## src/core/srtm_map.svh

```systemverilog
`ifndef SRTM_MAP_SVH
`define SRTM_MAP_SVH

// ----------------------------------------------------------------
// register byte addresses
// ----------------------------------------------------------------
`define SRTM_A_PAGE      12'h300
`define SRTM_A_LANE_EN   12'h315
`define SRTM_A_PCTL      12'h316
`define SRTM_A_LIMIT0    12'h317
`define SRTM_A_LIMIT1    12'h318
`define SRTM_A_LIMIT2    12'h319
`define SRTM_A_PCNT0     12'h31a
`define SRTM_A_PCNT1     12'h31b
`define SRTM_A_PCNT2     12'h31c
`define SRTM_A_PASS      12'h31d
`define SRTM_A_TCTL      12'h32c
`define SRTM_A_TREF_LO   12'h32d
`define SRTM_A_TREF_HI   12'h32e
`define SRTM_A_TRES      12'h32f
`define SRTM_A_ESEL      12'h46b
`define SRTM_A_EDISP     12'h46d
`define SRTM_A_ETABLE    12'h46e
`define SRTM_A_ECTRL     12'h46f
`define SRTM_A_CGS       12'h470
`define SRTM_A_ALIGN     12'h473
`define SRTM_A_TOPT      12'h477
`define SRTM_A_ETHR      12'h47c

// ----------------------------------------------------------------
// field positions
// ----------------------------------------------------------------
`define SRTM_PAGE_LINK   2
`define SRTM_PCTL_CLR    0
`define SRTM_PCTL_RUN    1
`define SRTM_PCTL_PAT    3:2
`define SRTM_PCTL_PICK   6:4
`define SRTM_TCTL_EN     0
`define SRTM_TCTL_CLR    1
`define SRTM_TCTL_CONV   3:2
`define SRTM_TCTL_IDX    5:4
`define SRTM_ESEL_LANE   6:4
`define SRTM_ESEL_TYPE   1:0
`define SRTM_ECMD_IRQ    7
`define SRTM_ECMD_STOP   6
`define SRTM_ECMD_CLR    5
`define SRTM_ECMD_LANE   2:0
`define SRTM_TOPT_ILAS   7

// ----------------------------------------------------------------
// patterns, counts, reset values
// ----------------------------------------------------------------
`define SRTM_PAT_P7      2'h0
`define SRTM_PAT_P15     2'h1
`define SRTM_PAT_P31     2'h2
`define SRTM_P7_TAP_A    6
`define SRTM_P7_TAP_B    5
`define SRTM_P15_TAP_A   14
`define SRTM_P15_TAP_B   13
`define SRTM_P31_TAP_A   30
`define SRTM_P31_TAP_B   27
`define SRTM_PRIME_BITS  5'h1f
`define SRTM_PCNT_MAX    24'hffffff
`define SRTM_CGS_COMMAS  3'h4
`define SRTM_LINK1_OFS   3'h4
`define SRTM_REG_RESET   8'h00

`endif

```

## src/core/srtm_pkg.sv

```systemverilog
package srtm_pkg;

  // prbs test phase
  typedef enum logic [2:0] {
    SRTM_PH_IDLE = 3'b001,
    SRTM_PH_RUN  = 3'b010,
    SRTM_PH_HOLD = 3'b100
  } srtm_phase_e;

  // per-lane character events from the deframer
  typedef struct packed {
    logic [7:0] valid;
    logic [7:0] dispar_err;
    logic [7:0] table_err;
    logic [7:0] ctrl_err;
    logic [7:0] comma;
    logic [7:0] ilas_ok;
  } srtm_lane_s;

  // one received transport sample
  typedef struct packed {
    logic        valid;
    logic [1:0]  conv;
    logic [1:0]  idx;
    logic [15:0] data;
  } srtm_sample_s;

  // software-visible storage
  typedef struct packed {
    logic [7:0]  page;
    logic [7:0]  lane_en;
    logic [7:0]  pctl;
    logic [23:0] limit;
    logic [7:0]  tctl;
    logic [15:0] tref;
    logic [7:0]  esel;
    logic [7:0]  topt;
    logic [7:0]  ethr;
  } srtm_regs_s;

  // whole block state
  typedef struct packed {
    srtm_regs_s          r;
    srtm_phase_e         phase;
    logic                run_seen;
    logic [7:0][30:0]    hist;
    logic [7:0][4:0]     prime;
    logic [7:0][23:0]    pcnt;
    logic                tclr_seen;
    logic                tarm;
    logic                tfail;
    logic [7:0][2:0]     commas;
    logic [7:0]          align;
    logic                sync_n;
    logic [2:0][7:0][7:0] ecnt;
    logic [2:0][7:0]     estop;
    logic [2:0][7:0]     ehit;
    logic [7:0]          rdata;
  } srtm_state_s;

endpackage : srtm_pkg

```

## src/core/srtm_monitor.sv

```systemverilog
// Added by the designer: the address-and-strobe port.
`timescale 1ns/1ps
`include "srtm_map.svh"

module srtm_monitor
  import srtm_pkg::*;
(
  // clock and reset
  input  wire logic         core_clk_i,
  input  wire logic         reset_i,
  // register port
  input  wire logic [11:0]  reg_addr_i,
  input  wire logic [7:0]   reg_wdata_i,
  input  wire logic         reg_write_i,
  input  wire logic         reg_read_i,
  output logic      [7:0]   reg_rdata_o,
  // physical lanes, one bit per lane per valid cycle
  input  wire logic [7:0]   prbs_bit_i,
  input  wire logic         prbs_valid_i,
  // deframer side
  input  wire srtm_lane_s   lane_i,
  input  wire logic [7:0]   lanes_active_i,
  input  wire srtm_sample_s sample_i,
  // link side
  output logic              sync_request_out_n_o,
  output logic              ilas_repeat_test_o
);

  srtm_state_s st;
  srtm_state_s next_st;
  logic [7:0]  pass_vec;

  // ----------------------------------------------------------------
  // helpers
  // ----------------------------------------------------------------
  function automatic logic srtm_expect(input logic [30:0] h, input logic [1:0] pat);
    logic e;
    e = 1'b0;
    case (pat)
      `SRTM_PAT_P15: e = h[`SRTM_P15_TAP_A] ^ h[`SRTM_P15_TAP_B];
      `SRTM_PAT_P31: e = h[`SRTM_P31_TAP_A] ^ h[`SRTM_P31_TAP_B];
      default:       e = h[`SRTM_P7_TAP_A] ^ h[`SRTM_P7_TAP_B];
    endcase
    return e;
  endfunction : srtm_expect

  function automatic logic [2:0] srtm_lane_map(input logic [2:0] x, input logic link1);
    return x + (link1 ? `SRTM_LINK1_OFS : 3'h0);
  endfunction : srtm_lane_map

  // ----------------------------------------------------------------
  // pass flags
  // ----------------------------------------------------------------
  always_comb begin
    for (int i = 0; i < 8; i++) begin
      pass_vec[i] = (st.pcnt[i] <= st.r.limit);
    end
  end

  // ----------------------------------------------------------------
  // next state
  // ----------------------------------------------------------------
  always_comb begin
    logic [7:0]  ev;
    logic [2:0]  ln;
    logic [2:0]  pick;
    logic        link1;
    next_st = st;
    ev      = 8'h00;
    ln      = 3'h0;
    link1   = st.r.page[`SRTM_PAGE_LINK];
    pick    = st.r.pctl[`SRTM_PCTL_PICK];
    next_st.rdata = `SRTM_REG_RESET;

    // register writes
    if (reg_write_i) begin
      if (reg_addr_i == `SRTM_A_PAGE) begin
        next_st.r.page = reg_wdata_i;
      end else if (reg_addr_i == `SRTM_A_LANE_EN) begin
        next_st.r.lane_en = reg_wdata_i;
      end else if (reg_addr_i == `SRTM_A_PCTL) begin
        next_st.r.pctl = reg_wdata_i;
      end else if (reg_addr_i == `SRTM_A_LIMIT0) begin
        next_st.r.limit[7:0] = reg_wdata_i;
      end else if (reg_addr_i == `SRTM_A_LIMIT1) begin
        next_st.r.limit[15:8] = reg_wdata_i;
      end else if (reg_addr_i == `SRTM_A_LIMIT2) begin
        next_st.r.limit[23:16] = reg_wdata_i;
      end else if (reg_addr_i == `SRTM_A_TCTL) begin
        next_st.r.tctl = reg_wdata_i;
      end else if (reg_addr_i == `SRTM_A_TREF_LO) begin
        next_st.r.tref[7:0] = reg_wdata_i;
      end else if (reg_addr_i == `SRTM_A_TREF_HI) begin
        next_st.r.tref[15:8] = reg_wdata_i;
      end else if (reg_addr_i == `SRTM_A_ESEL) begin
        next_st.r.esel = reg_wdata_i;
      end else if (reg_addr_i == `SRTM_A_TOPT) begin
        next_st.r.topt = reg_wdata_i;
      end else if (reg_addr_i == `SRTM_A_ETHR) begin
        next_st.r.ethr = reg_wdata_i;
      end else if (reg_addr_i >= `SRTM_A_EDISP && reg_addr_i <= `SRTM_A_ECTRL) begin
        ln = srtm_lane_map(reg_wdata_i[`SRTM_ECMD_LANE], link1);
        for (int t = 0; t < 3; t++) begin
          if (reg_addr_i == `SRTM_A_EDISP + 12'(t)) begin
            if (reg_wdata_i[`SRTM_ECMD_IRQ]) next_st.ehit[t][ln] = 1'b0;
            next_st.estop[t][ln] = reg_wdata_i[`SRTM_ECMD_STOP];
            if (reg_wdata_i[`SRTM_ECMD_CLR]) next_st.ecnt[t][ln] = 8'h00;
          end
        end
      end
    end

    // test phase, started by a rising run bit
    next_st.run_seen = st.r.pctl[`SRTM_PCTL_RUN];
    case (st.phase)
      SRTM_PH_IDLE,
      SRTM_PH_HOLD: begin
        if (st.r.pctl[`SRTM_PCTL_RUN] && !st.run_seen) next_st.phase = SRTM_PH_RUN;
      end
      SRTM_PH_RUN: begin
        if (!st.r.pctl[`SRTM_PCTL_RUN]) next_st.phase = SRTM_PH_HOLD;
      end
      default: next_st.phase = SRTM_PH_IDLE;
    endcase

    // self-synchronising check, independent of the link
    for (int i = 0; i < 8; i++) begin
      if (prbs_valid_i && st.r.lane_en[i] && st.phase == SRTM_PH_RUN) begin
        next_st.hist[i] = {st.hist[i][29:0], prbs_bit_i[i]};
        if (st.prime[i] != `SRTM_PRIME_BITS) begin
          next_st.prime[i] = st.prime[i] + 5'h01;
        // expected bit from the picked polynomial
        end else if (prbs_bit_i[i] != srtm_expect(st.hist[i], st.r.pctl[`SRTM_PCTL_PAT])) begin
          if (st.pcnt[i] != `SRTM_PCNT_MAX) next_st.pcnt[i] = st.pcnt[i] + 24'h000001;
        end
      end
      // clear level reinitialises; otherwise results hold
      if (st.r.pctl[`SRTM_PCTL_CLR]) begin
        next_st.hist[i]  = 31'h0;
        next_st.prime[i] = 5'h00;
        next_st.pcnt[i]  = 24'h000000;
      end
    end

    // compare armed by the falling clear while enabled
    next_st.tclr_seen = st.r.tctl[`SRTM_TCTL_CLR];
    if (!st.r.tctl[`SRTM_TCTL_EN] || st.r.tctl[`SRTM_TCTL_CLR]) begin
      next_st.tarm  = 1'b0;
      next_st.tfail = 1'b0;
    end else if (st.tclr_seen) begin
      next_st.tarm = 1'b1;
    end
    if (st.tarm && sample_i.valid && sample_i.conv == st.r.tctl[`SRTM_TCTL_CONV]
        && sample_i.idx == st.r.tctl[`SRTM_TCTL_IDX] && sample_i.data != st.r.tref) begin
      next_st.tfail = 1'b1;
    end

    for (int i = 0; i < 8; i++) begin
      if (!lanes_active_i[i]) begin
        next_st.commas[i] = 3'h0;
      end else if (lane_i.valid[i] && lane_i.comma[i] && st.commas[i] != `SRTM_CGS_COMMAS) begin
        next_st.commas[i] = st.commas[i] + 3'h1;
      end
    end
    next_st.sync_n = 1'b1;
    for (int i = 0; i < 8; i++) begin
      if (lanes_active_i[i] && st.commas[i] != `SRTM_CGS_COMMAS) next_st.sync_n = 1'b0;
    end
    if (lanes_active_i == 8'h00) next_st.sync_n = 1'b0;
    next_st.align = lane_i.ilas_ok & lanes_active_i;

    // error counters; event after command, so a new event wins
    for (int t = 0; t < 3; t++) begin
      // disparity input counts each valid bad-disparity char while the lane is not stopped and below the threshold
      ev = (t == 0) ? lane_i.dispar_err : (t == 1) ? lane_i.table_err : lane_i.ctrl_err;
      for (int l = 0; l < 8; l++) begin
        // count stops at the shared threshold
        if (lane_i.valid[l] && ev[l] && !next_st.estop[t][l] && next_st.ecnt[t][l] < st.r.ethr) begin
          next_st.ecnt[t][l] = next_st.ecnt[t][l] + 8'h01;
        end
        if (next_st.ecnt[t][l] >= st.r.ethr && lane_i.valid[l] && ev[l]) begin
          next_st.ehit[t][l] = 1'b1;
        end
      end
    end

    // read port
    if (reg_read_i) begin
      if (reg_addr_i == `SRTM_A_PAGE) begin
        next_st.rdata = st.r.page;
      end else if (reg_addr_i == `SRTM_A_LANE_EN) begin
        next_st.rdata = st.r.lane_en;
      end else if (reg_addr_i == `SRTM_A_PCTL) begin
        next_st.rdata = st.r.pctl;
      end else if (reg_addr_i == `SRTM_A_LIMIT0) begin
        next_st.rdata = st.r.limit[7:0];
      end else if (reg_addr_i == `SRTM_A_LIMIT1) begin
        next_st.rdata = st.r.limit[15:8];
      end else if (reg_addr_i == `SRTM_A_LIMIT2) begin
        next_st.rdata = st.r.limit[23:16];
      end else if (reg_addr_i == `SRTM_A_PCNT0) begin
        next_st.rdata = st.pcnt[pick][7:0];
      end else if (reg_addr_i == `SRTM_A_PCNT1) begin
        next_st.rdata = st.pcnt[pick][15:8];
      end else if (reg_addr_i == `SRTM_A_PCNT2) begin
        next_st.rdata = st.pcnt[pick][23:16];
      end else if (reg_addr_i == `SRTM_A_PASS) begin
        next_st.rdata = pass_vec;
      end else if (reg_addr_i == `SRTM_A_TCTL) begin
        next_st.rdata = st.r.tctl;
      end else if (reg_addr_i == `SRTM_A_TREF_LO) begin
        next_st.rdata = st.r.tref[7:0];
      end else if (reg_addr_i == `SRTM_A_TREF_HI) begin
        next_st.rdata = st.r.tref[15:8];
      end else if (reg_addr_i == `SRTM_A_TRES) begin
        next_st.rdata = {7'h00, st.tfail};
      end else if (reg_addr_i == `SRTM_A_ESEL) begin
        // selected count of the paged lane
        ln = srtm_lane_map(st.r.esel[`SRTM_ESEL_LANE], link1);
        if (st.r.esel[`SRTM_ESEL_TYPE] != 2'h3) begin
          next_st.rdata = st.ecnt[st.r.esel[`SRTM_ESEL_TYPE]][ln];
        end
      end else if (reg_addr_i >= `SRTM_A_EDISP && reg_addr_i <= `SRTM_A_ECTRL) begin
        for (int x = 0; x < 8; x++) begin
          ln = srtm_lane_map(3'(x), link1);
          next_st.rdata[x] = st.ehit[reg_addr_i[1:0] - 2'h1][ln];
        end
      end else if (reg_addr_i == `SRTM_A_CGS) begin
        for (int x = 0; x < 8; x++) begin
          ln = srtm_lane_map(3'(x), link1);
          next_st.rdata[x] = (st.commas[ln] == `SRTM_CGS_COMMAS);
        end
      end else if (reg_addr_i == `SRTM_A_ALIGN) begin
        for (int x = 0; x < 8; x++) begin
          ln = srtm_lane_map(3'(x), link1);
          next_st.rdata[x] = st.align[ln];
        end
      end else if (reg_addr_i == `SRTM_A_TOPT) begin
        next_st.rdata = st.r.topt;
      end else if (reg_addr_i == `SRTM_A_ETHR) begin
        next_st.rdata = st.r.ethr;
      end
    end
  end

  // ----------------------------------------------------------------
  // state register and outputs
  // ----------------------------------------------------------------
  always_ff @(posedge core_clk_i) begin
    if (reset_i) begin
      st       <= '0;
      st.phase <= SRTM_PH_IDLE;
    end else begin
      st <= next_st;
    end
  end

  assign reg_rdata_o          = st.rdata;
  assign sync_request_out_n_o = st.sync_n;
  // repeated alignment request toward the link
  assign ilas_repeat_test_o   = st.r.topt[`SRTM_TOPT_ILAS];

  // ----------------------------------------------------------------
  // checks
  // ----------------------------------------------------------------
  a_pattern_default: assert property (@(posedge core_clk_i)
    $fell(reset_i) |-> st.r.pctl[`SRTM_PCTL_PAT] == `SRTM_PAT_P7)
    else $error("pattern pick not prbs7 after reset");

  a_clear_counts: assert property (@(posedge core_clk_i) disable iff (reset_i)
    st.r.pctl[`SRTM_PCTL_CLR] |=> st.pcnt == '0 && st.prime == '0)
    else $error("clear did not reinitialise checkers");

  a_start_edge: assert property (@(posedge core_clk_i) disable iff (reset_i)
    (st.phase == SRTM_PH_RUN && $past(st.phase) != SRTM_PH_RUN)
    |-> $past(st.r.pctl[`SRTM_PCTL_RUN] && !st.run_seen))
    else $error("test started without rising run bit");

  a_pass_read: assert property (@(posedge core_clk_i) disable iff (reset_i)
    reg_read_i && reg_addr_i == `SRTM_A_PASS |=> reg_rdata_o == $past(pass_vec))
    else $error("pass flags read wrong");

  a_count_hold: assert property (@(posedge core_clk_i) disable iff (reset_i)
    st.phase == SRTM_PH_HOLD && !st.r.pctl[`SRTM_PCTL_CLR] && !$rose(st.r.pctl[`SRTM_PCTL_RUN])
    |=> st.pcnt == $past(st.pcnt))
    else $error("prbs counts moved while stopped");

  a_sample_fail: assert property (@(posedge core_clk_i) disable iff (reset_i)
    st.tarm && sample_i.valid && sample_i.conv == st.r.tctl[`SRTM_TCTL_CONV]
    && sample_i.idx == st.r.tctl[`SRTM_TCTL_IDX] && sample_i.data != st.r.tref
    && st.r.tctl[`SRTM_TCTL_EN] && !st.r.tctl[`SRTM_TCTL_CLR] |=> st.tfail)
    else $error("sample mismatch not flagged");

  a_sync_release: assert property (@(posedge core_clk_i) disable iff (reset_i)
    $rose(sync_request_out_n_o) |-> $past(lanes_active_i) != 8'h00)
    else $error("sync released with no active lane");

  a_thresh_stop: assert property (@(posedge core_clk_i) disable iff (reset_i)
    st.ecnt[0][5] > $past(st.ecnt[0][5]) |-> $past(st.ecnt[0][5]) < $past(st.r.ethr))
    else $error("error count passed threshold");

  a_count_clear: assert property (@(posedge core_clk_i) disable iff (reset_i)
    reg_write_i && reg_addr_i == `SRTM_A_EDISP && reg_wdata_i == 8'ha1
    && st.r.page[`SRTM_PAGE_LINK] && !lane_i.dispar_err[5] |=> st.ecnt[0][5] == 8'h00)
    else $error("count clear command ignored");

endmodule : srtm_monitor

```

## config.mk

```make
export PLATFORM = sky130hd
export DESIGN_NAME = srtm_monitor
export DESIGN_NICKNAME = d
export VERILOG_FILES = /design/src/core/srtm_pkg.sv /design/src/core/srtm_monitor.sv
export VERILOG_INCLUDE_DIRS = /design/src /design/src/core
export SDC_FILE = /design/constraint.sdc
export NUM_CORES = 2
export LEC_CHECK = 0
export ABC_AREA = 1
export BUFFER_PORTS_ARGS = -buffer_cell sky130_fd_sc_hd__buf_2
export CAP_MARGIN = 15
export CORE_ASPECT_RATIO = 0.75
export CORE_MARGIN = 4
export CORE_UTILIZATION = 40
export DETAILED_ROUTE_END_ITERATION = 6
export SLEW_MARGIN = 20
export SYNTH_ARGS = -nofsm -noshare
export SYNTH_HDL_FRONTEND = slang
export SYNTH_SLANG_ARGS = --single-unit
```

## constraint.sdc

```tcl
create_clock -name core_clk_i -period 6.5 [get_ports core_clk_i]
set_clock_uncertainty 0.05 [all_clocks]
set_input_delay 0.975 -clock core_clk_i [delete_from_list [all_inputs] [get_ports core_clk_i]]
set_output_delay 0.975 -clock core_clk_i [all_outputs]
set_load 0.005 [all_outputs]
```

==> out/metrics.cfg <==
[power]
irDropWorstVdd_mv = 0.2156
leakagePower_uw = 0.02892
powerDensity_nw_per_um2 = 363.9

[die]
initial_core_util_pct = 40.28
rows = 120
die_height_microns = 336.6
dieArea_sq_um = 150100
core_sq_um = 142900
fp.dieW_microns = 446.1
io_pins = 120

[cells_and_area]
utilization_pct = 44.67
n_fill_cell = 14880
multi_input_area_sq_um = 34510
seqCellArea_sq_um = 17240
drive_above_1_share_pct = 6.465
stdcell_area_sq_um = 63850
nets = 9299
area_delta_synth_final_pct = 10.90
final_cells = 10540

[setup_path]
crit_arrival_ns = 6.42
crit_buf_inv = 3
cp_common_cell = a21oi_1
worstPathRequired_ns = 7.03
start_kind = input port
cp-endpoint = st[30]
max_stage_delay_ns = 0.58
critPathLaunch = reg_wdata_i[2]
cp_slowest_cell = nor3_1
reg2reg_to = st[30]
r2r_start = st[858]
crit_cells = 26
rrSetupSlack_ns = 0.68
cp_top_family = simple AND/OR/NAND/NOR gates
cp-end-kind = register
r2r_cells = 25
crit_type = in2reg
critPathMaxFanout = 8

[placement]
portBuffers = 119
gp_congestion = 1.003
dp_cells = 10360
place_area_sq_um = 60450
place_ws_ns = 0.01422
dpl.hpwl_microns = 158600

[drt]
vias = 57570
wl_per_cell_microns = 20.31
drt_iter0_drc = 6758
vias_per_cell = 5.462
drtPass1Iterations = 6
drc = 0
ant_nets = 0
wl_microns = 214100

[yosys]
ys_seq_area_share_pct = 29.94
ys_top_cells_by_count = nand2_1 (1,642), inv_1 (1,252), a21oi_1 (899)
ys_top_cells_by_area = dfxtp_1 (30%), ha_1 (14%), nand2_1 (11%)
yosysTopAreaCellShare_pct = 29.94
synth_cells = 8504
synth_nets = 9237
yosysUniqueCellTypes = 67
syn_avg_cell_area_sq_um = 6.770
synth_seq_cells = 861
synth_area_leader_cell = dfxtp_1
async_reset_ff_share_pct = 0
synth-edff-count = 0
ys.flop_type = dfxtp_1
syn_area_sq_um = 57580
ys_warn_count = 0
synth.most_common_cell = nand2_1

[timing]
fin_ws_ns = 0.6072
timing.slew.headroom_pct = 22.02
final-hold-violation-count = 0
fmax_ghz = 0.1697
grt_setup_unrepaired = no
fin_crit_ns = 5.893
tightestPinTransition_ns = 1.161
setup_viol = 0
finalCritPeriodShare_pct = 90.66
drv_slew = 0
timing.setup.tns_ns = 0

[grt]
grt_pass1_wl_microns = 317400
grt_overflow = 0
antenna_found_initial = 15
grt_pass1_vias = 51080
grt_max_degree = 215
grt_usage_pct = 27.43

[clock_network]
htreeDepth = 3
cts_buffer_depth = 3
clk_latency_ns = 0.78
cts_root_buf = clkbuf_16
clk_pin_slew_ns = 0.06
hold_buffers = 0
cts_inserted_buffers = 96
ctsResizeCount = 0
post_cts.repair.setup_buffers = 0
cts_tree = built
cts.sinks = 861

[run]
maxCapViolCount = 0

[status]
status = finished clean

[worst_hold_path]
holdCritPathClass = reg2reg

==> per-stage QoR <==
stage	total power [uW]	hold WS [ns]
5_1_grt	25180	0.4043
4_1_cts	23110	0.3701
3_3_place_gp	16920	0.3786
3_5_place_dp	17140	0.3835
6_report	23240	0.3894
2_1_floorplan	14340	0.3705
==> routing by layer <==
layer	track usage, %	vias up	routed length [microns]
li1	-	28270	-
met1	41.66	26600	103300
met2	37.56	2387	81870
met3	7.532	308	23230
met4	6.778	2	5687
met5	0	-	13
==> where the power goes <==
part	total, uW	internal, uW	switching (uW)
clock	5880	3350	2530
sequential	6440	5880	553
combinational	10900	4000	6910
==> layout make-up <==
type / instances / area share, %
diodes: 3 / 0.01176
clock buffers: 145 / 4.474
inverters: 1278 / 7.521
multi-input cells: 6092 / 54.06
flip-flops and latches: 861 / 27.00
clock inverters: 34 / 0.8328
well taps: 1891 / 3.706
repair buffers: 237 / 2.395
==> registers in the layout, summed over array words and instances, names as in the netlist <==
register              cells
ilas_repeat_test_o        1
next_st                   2
reg_rdata_o               8
st                      849
sync_request_out_n_o      1
==> layout by cell type (no fill, tap or decap), types with 9 or more instances in the layout <==
cell type / count
nand2_1: 1642
inv_1: 1242
a21oi_1: 898
dfxtp_1: 857
nor2_1: 788
o21ai_0: 668
ha_1: 623
nand3_1: 450
nor3_1: 181
xor2_1: 136
nand4_1: 130
buf_2: 118
buf_4: 115
clkbuf_16: 96
o21bai_1: 49
o21a_1: 45
o211ai_1: 43
nand2_2: 41
nor4_1: 40
a211oi_1: 36
o221ai_1: 33
a31oi_1: 31
inv_2: 28
o22ai_1: 27
clkbuf_8: 27
xnor2_1: 26
nand3b_1: 24
clkbuf_1: 22
o21ai_1: 20
nor2_4: 15
clkinv_2: 14
nor2_2: 13
and3_1: 13
or2_2: 12
nand3_2: 9
==> cell families (layout without fill, tap and decap cells) <==
family                     Yosys count  in the layout  synth area share (%)
and+or+nand+nor                   3399           3399                 25.58
other                                0              3                     0
buffers and inverters             1551           1694                 10.23
xor gates and xnor gates           162            162                 2.464
adders and majority gates          623            623                 13.54
AOI/OAI and AO/OA                 1899           1899                 18.08
DFF                                861            861                 29.94
muxes                                9              9                0.1695
==> worst reg2reg max path, cell delays in order, from the launching register on <==
cell and delay [ns]:
dfxtp_1 0.34, xnor2_1 0.32, nor3_1 0.58, inv_1 0.23
nor2_1 0.36, nand4_1 0.52, nand2_1 0.24, inv_1 0.12
ha_1 0.28, a21boi_0 0.12, o211ai_1 0.18, nand2_1 0.09
nand2_2 0.17, nand2_2 0.17, xor2_1 0.27, ha_1 0.28
o21ai_0 0.16, nand2_1 0.07, a21oi_1 0.13, o21bai_1 0.08
a21oi_1 0.24, o21bai_1 0.11, a21oi_1 0.17, nor2_1 0.05
o21ai_0 0.24, a21oi_1 0.10
==> worst min-delay path by stage <==
stage	start	endpoint	slack, ns	cells past startpoint
global route	prbs_bit_i[0]	st[516]	0.40	3
floorplan	st[702]	st[702]	0.37	2
detailed placement	st[737]	st[737]	0.38	2
global placement	st[748]	st[748]	0.38	2
finish	st[749]	st[749]	0.39	2
CTS	prbs_bit_i[0]	st[516]	0.37	3
Power figures use the tool's default switching activity.
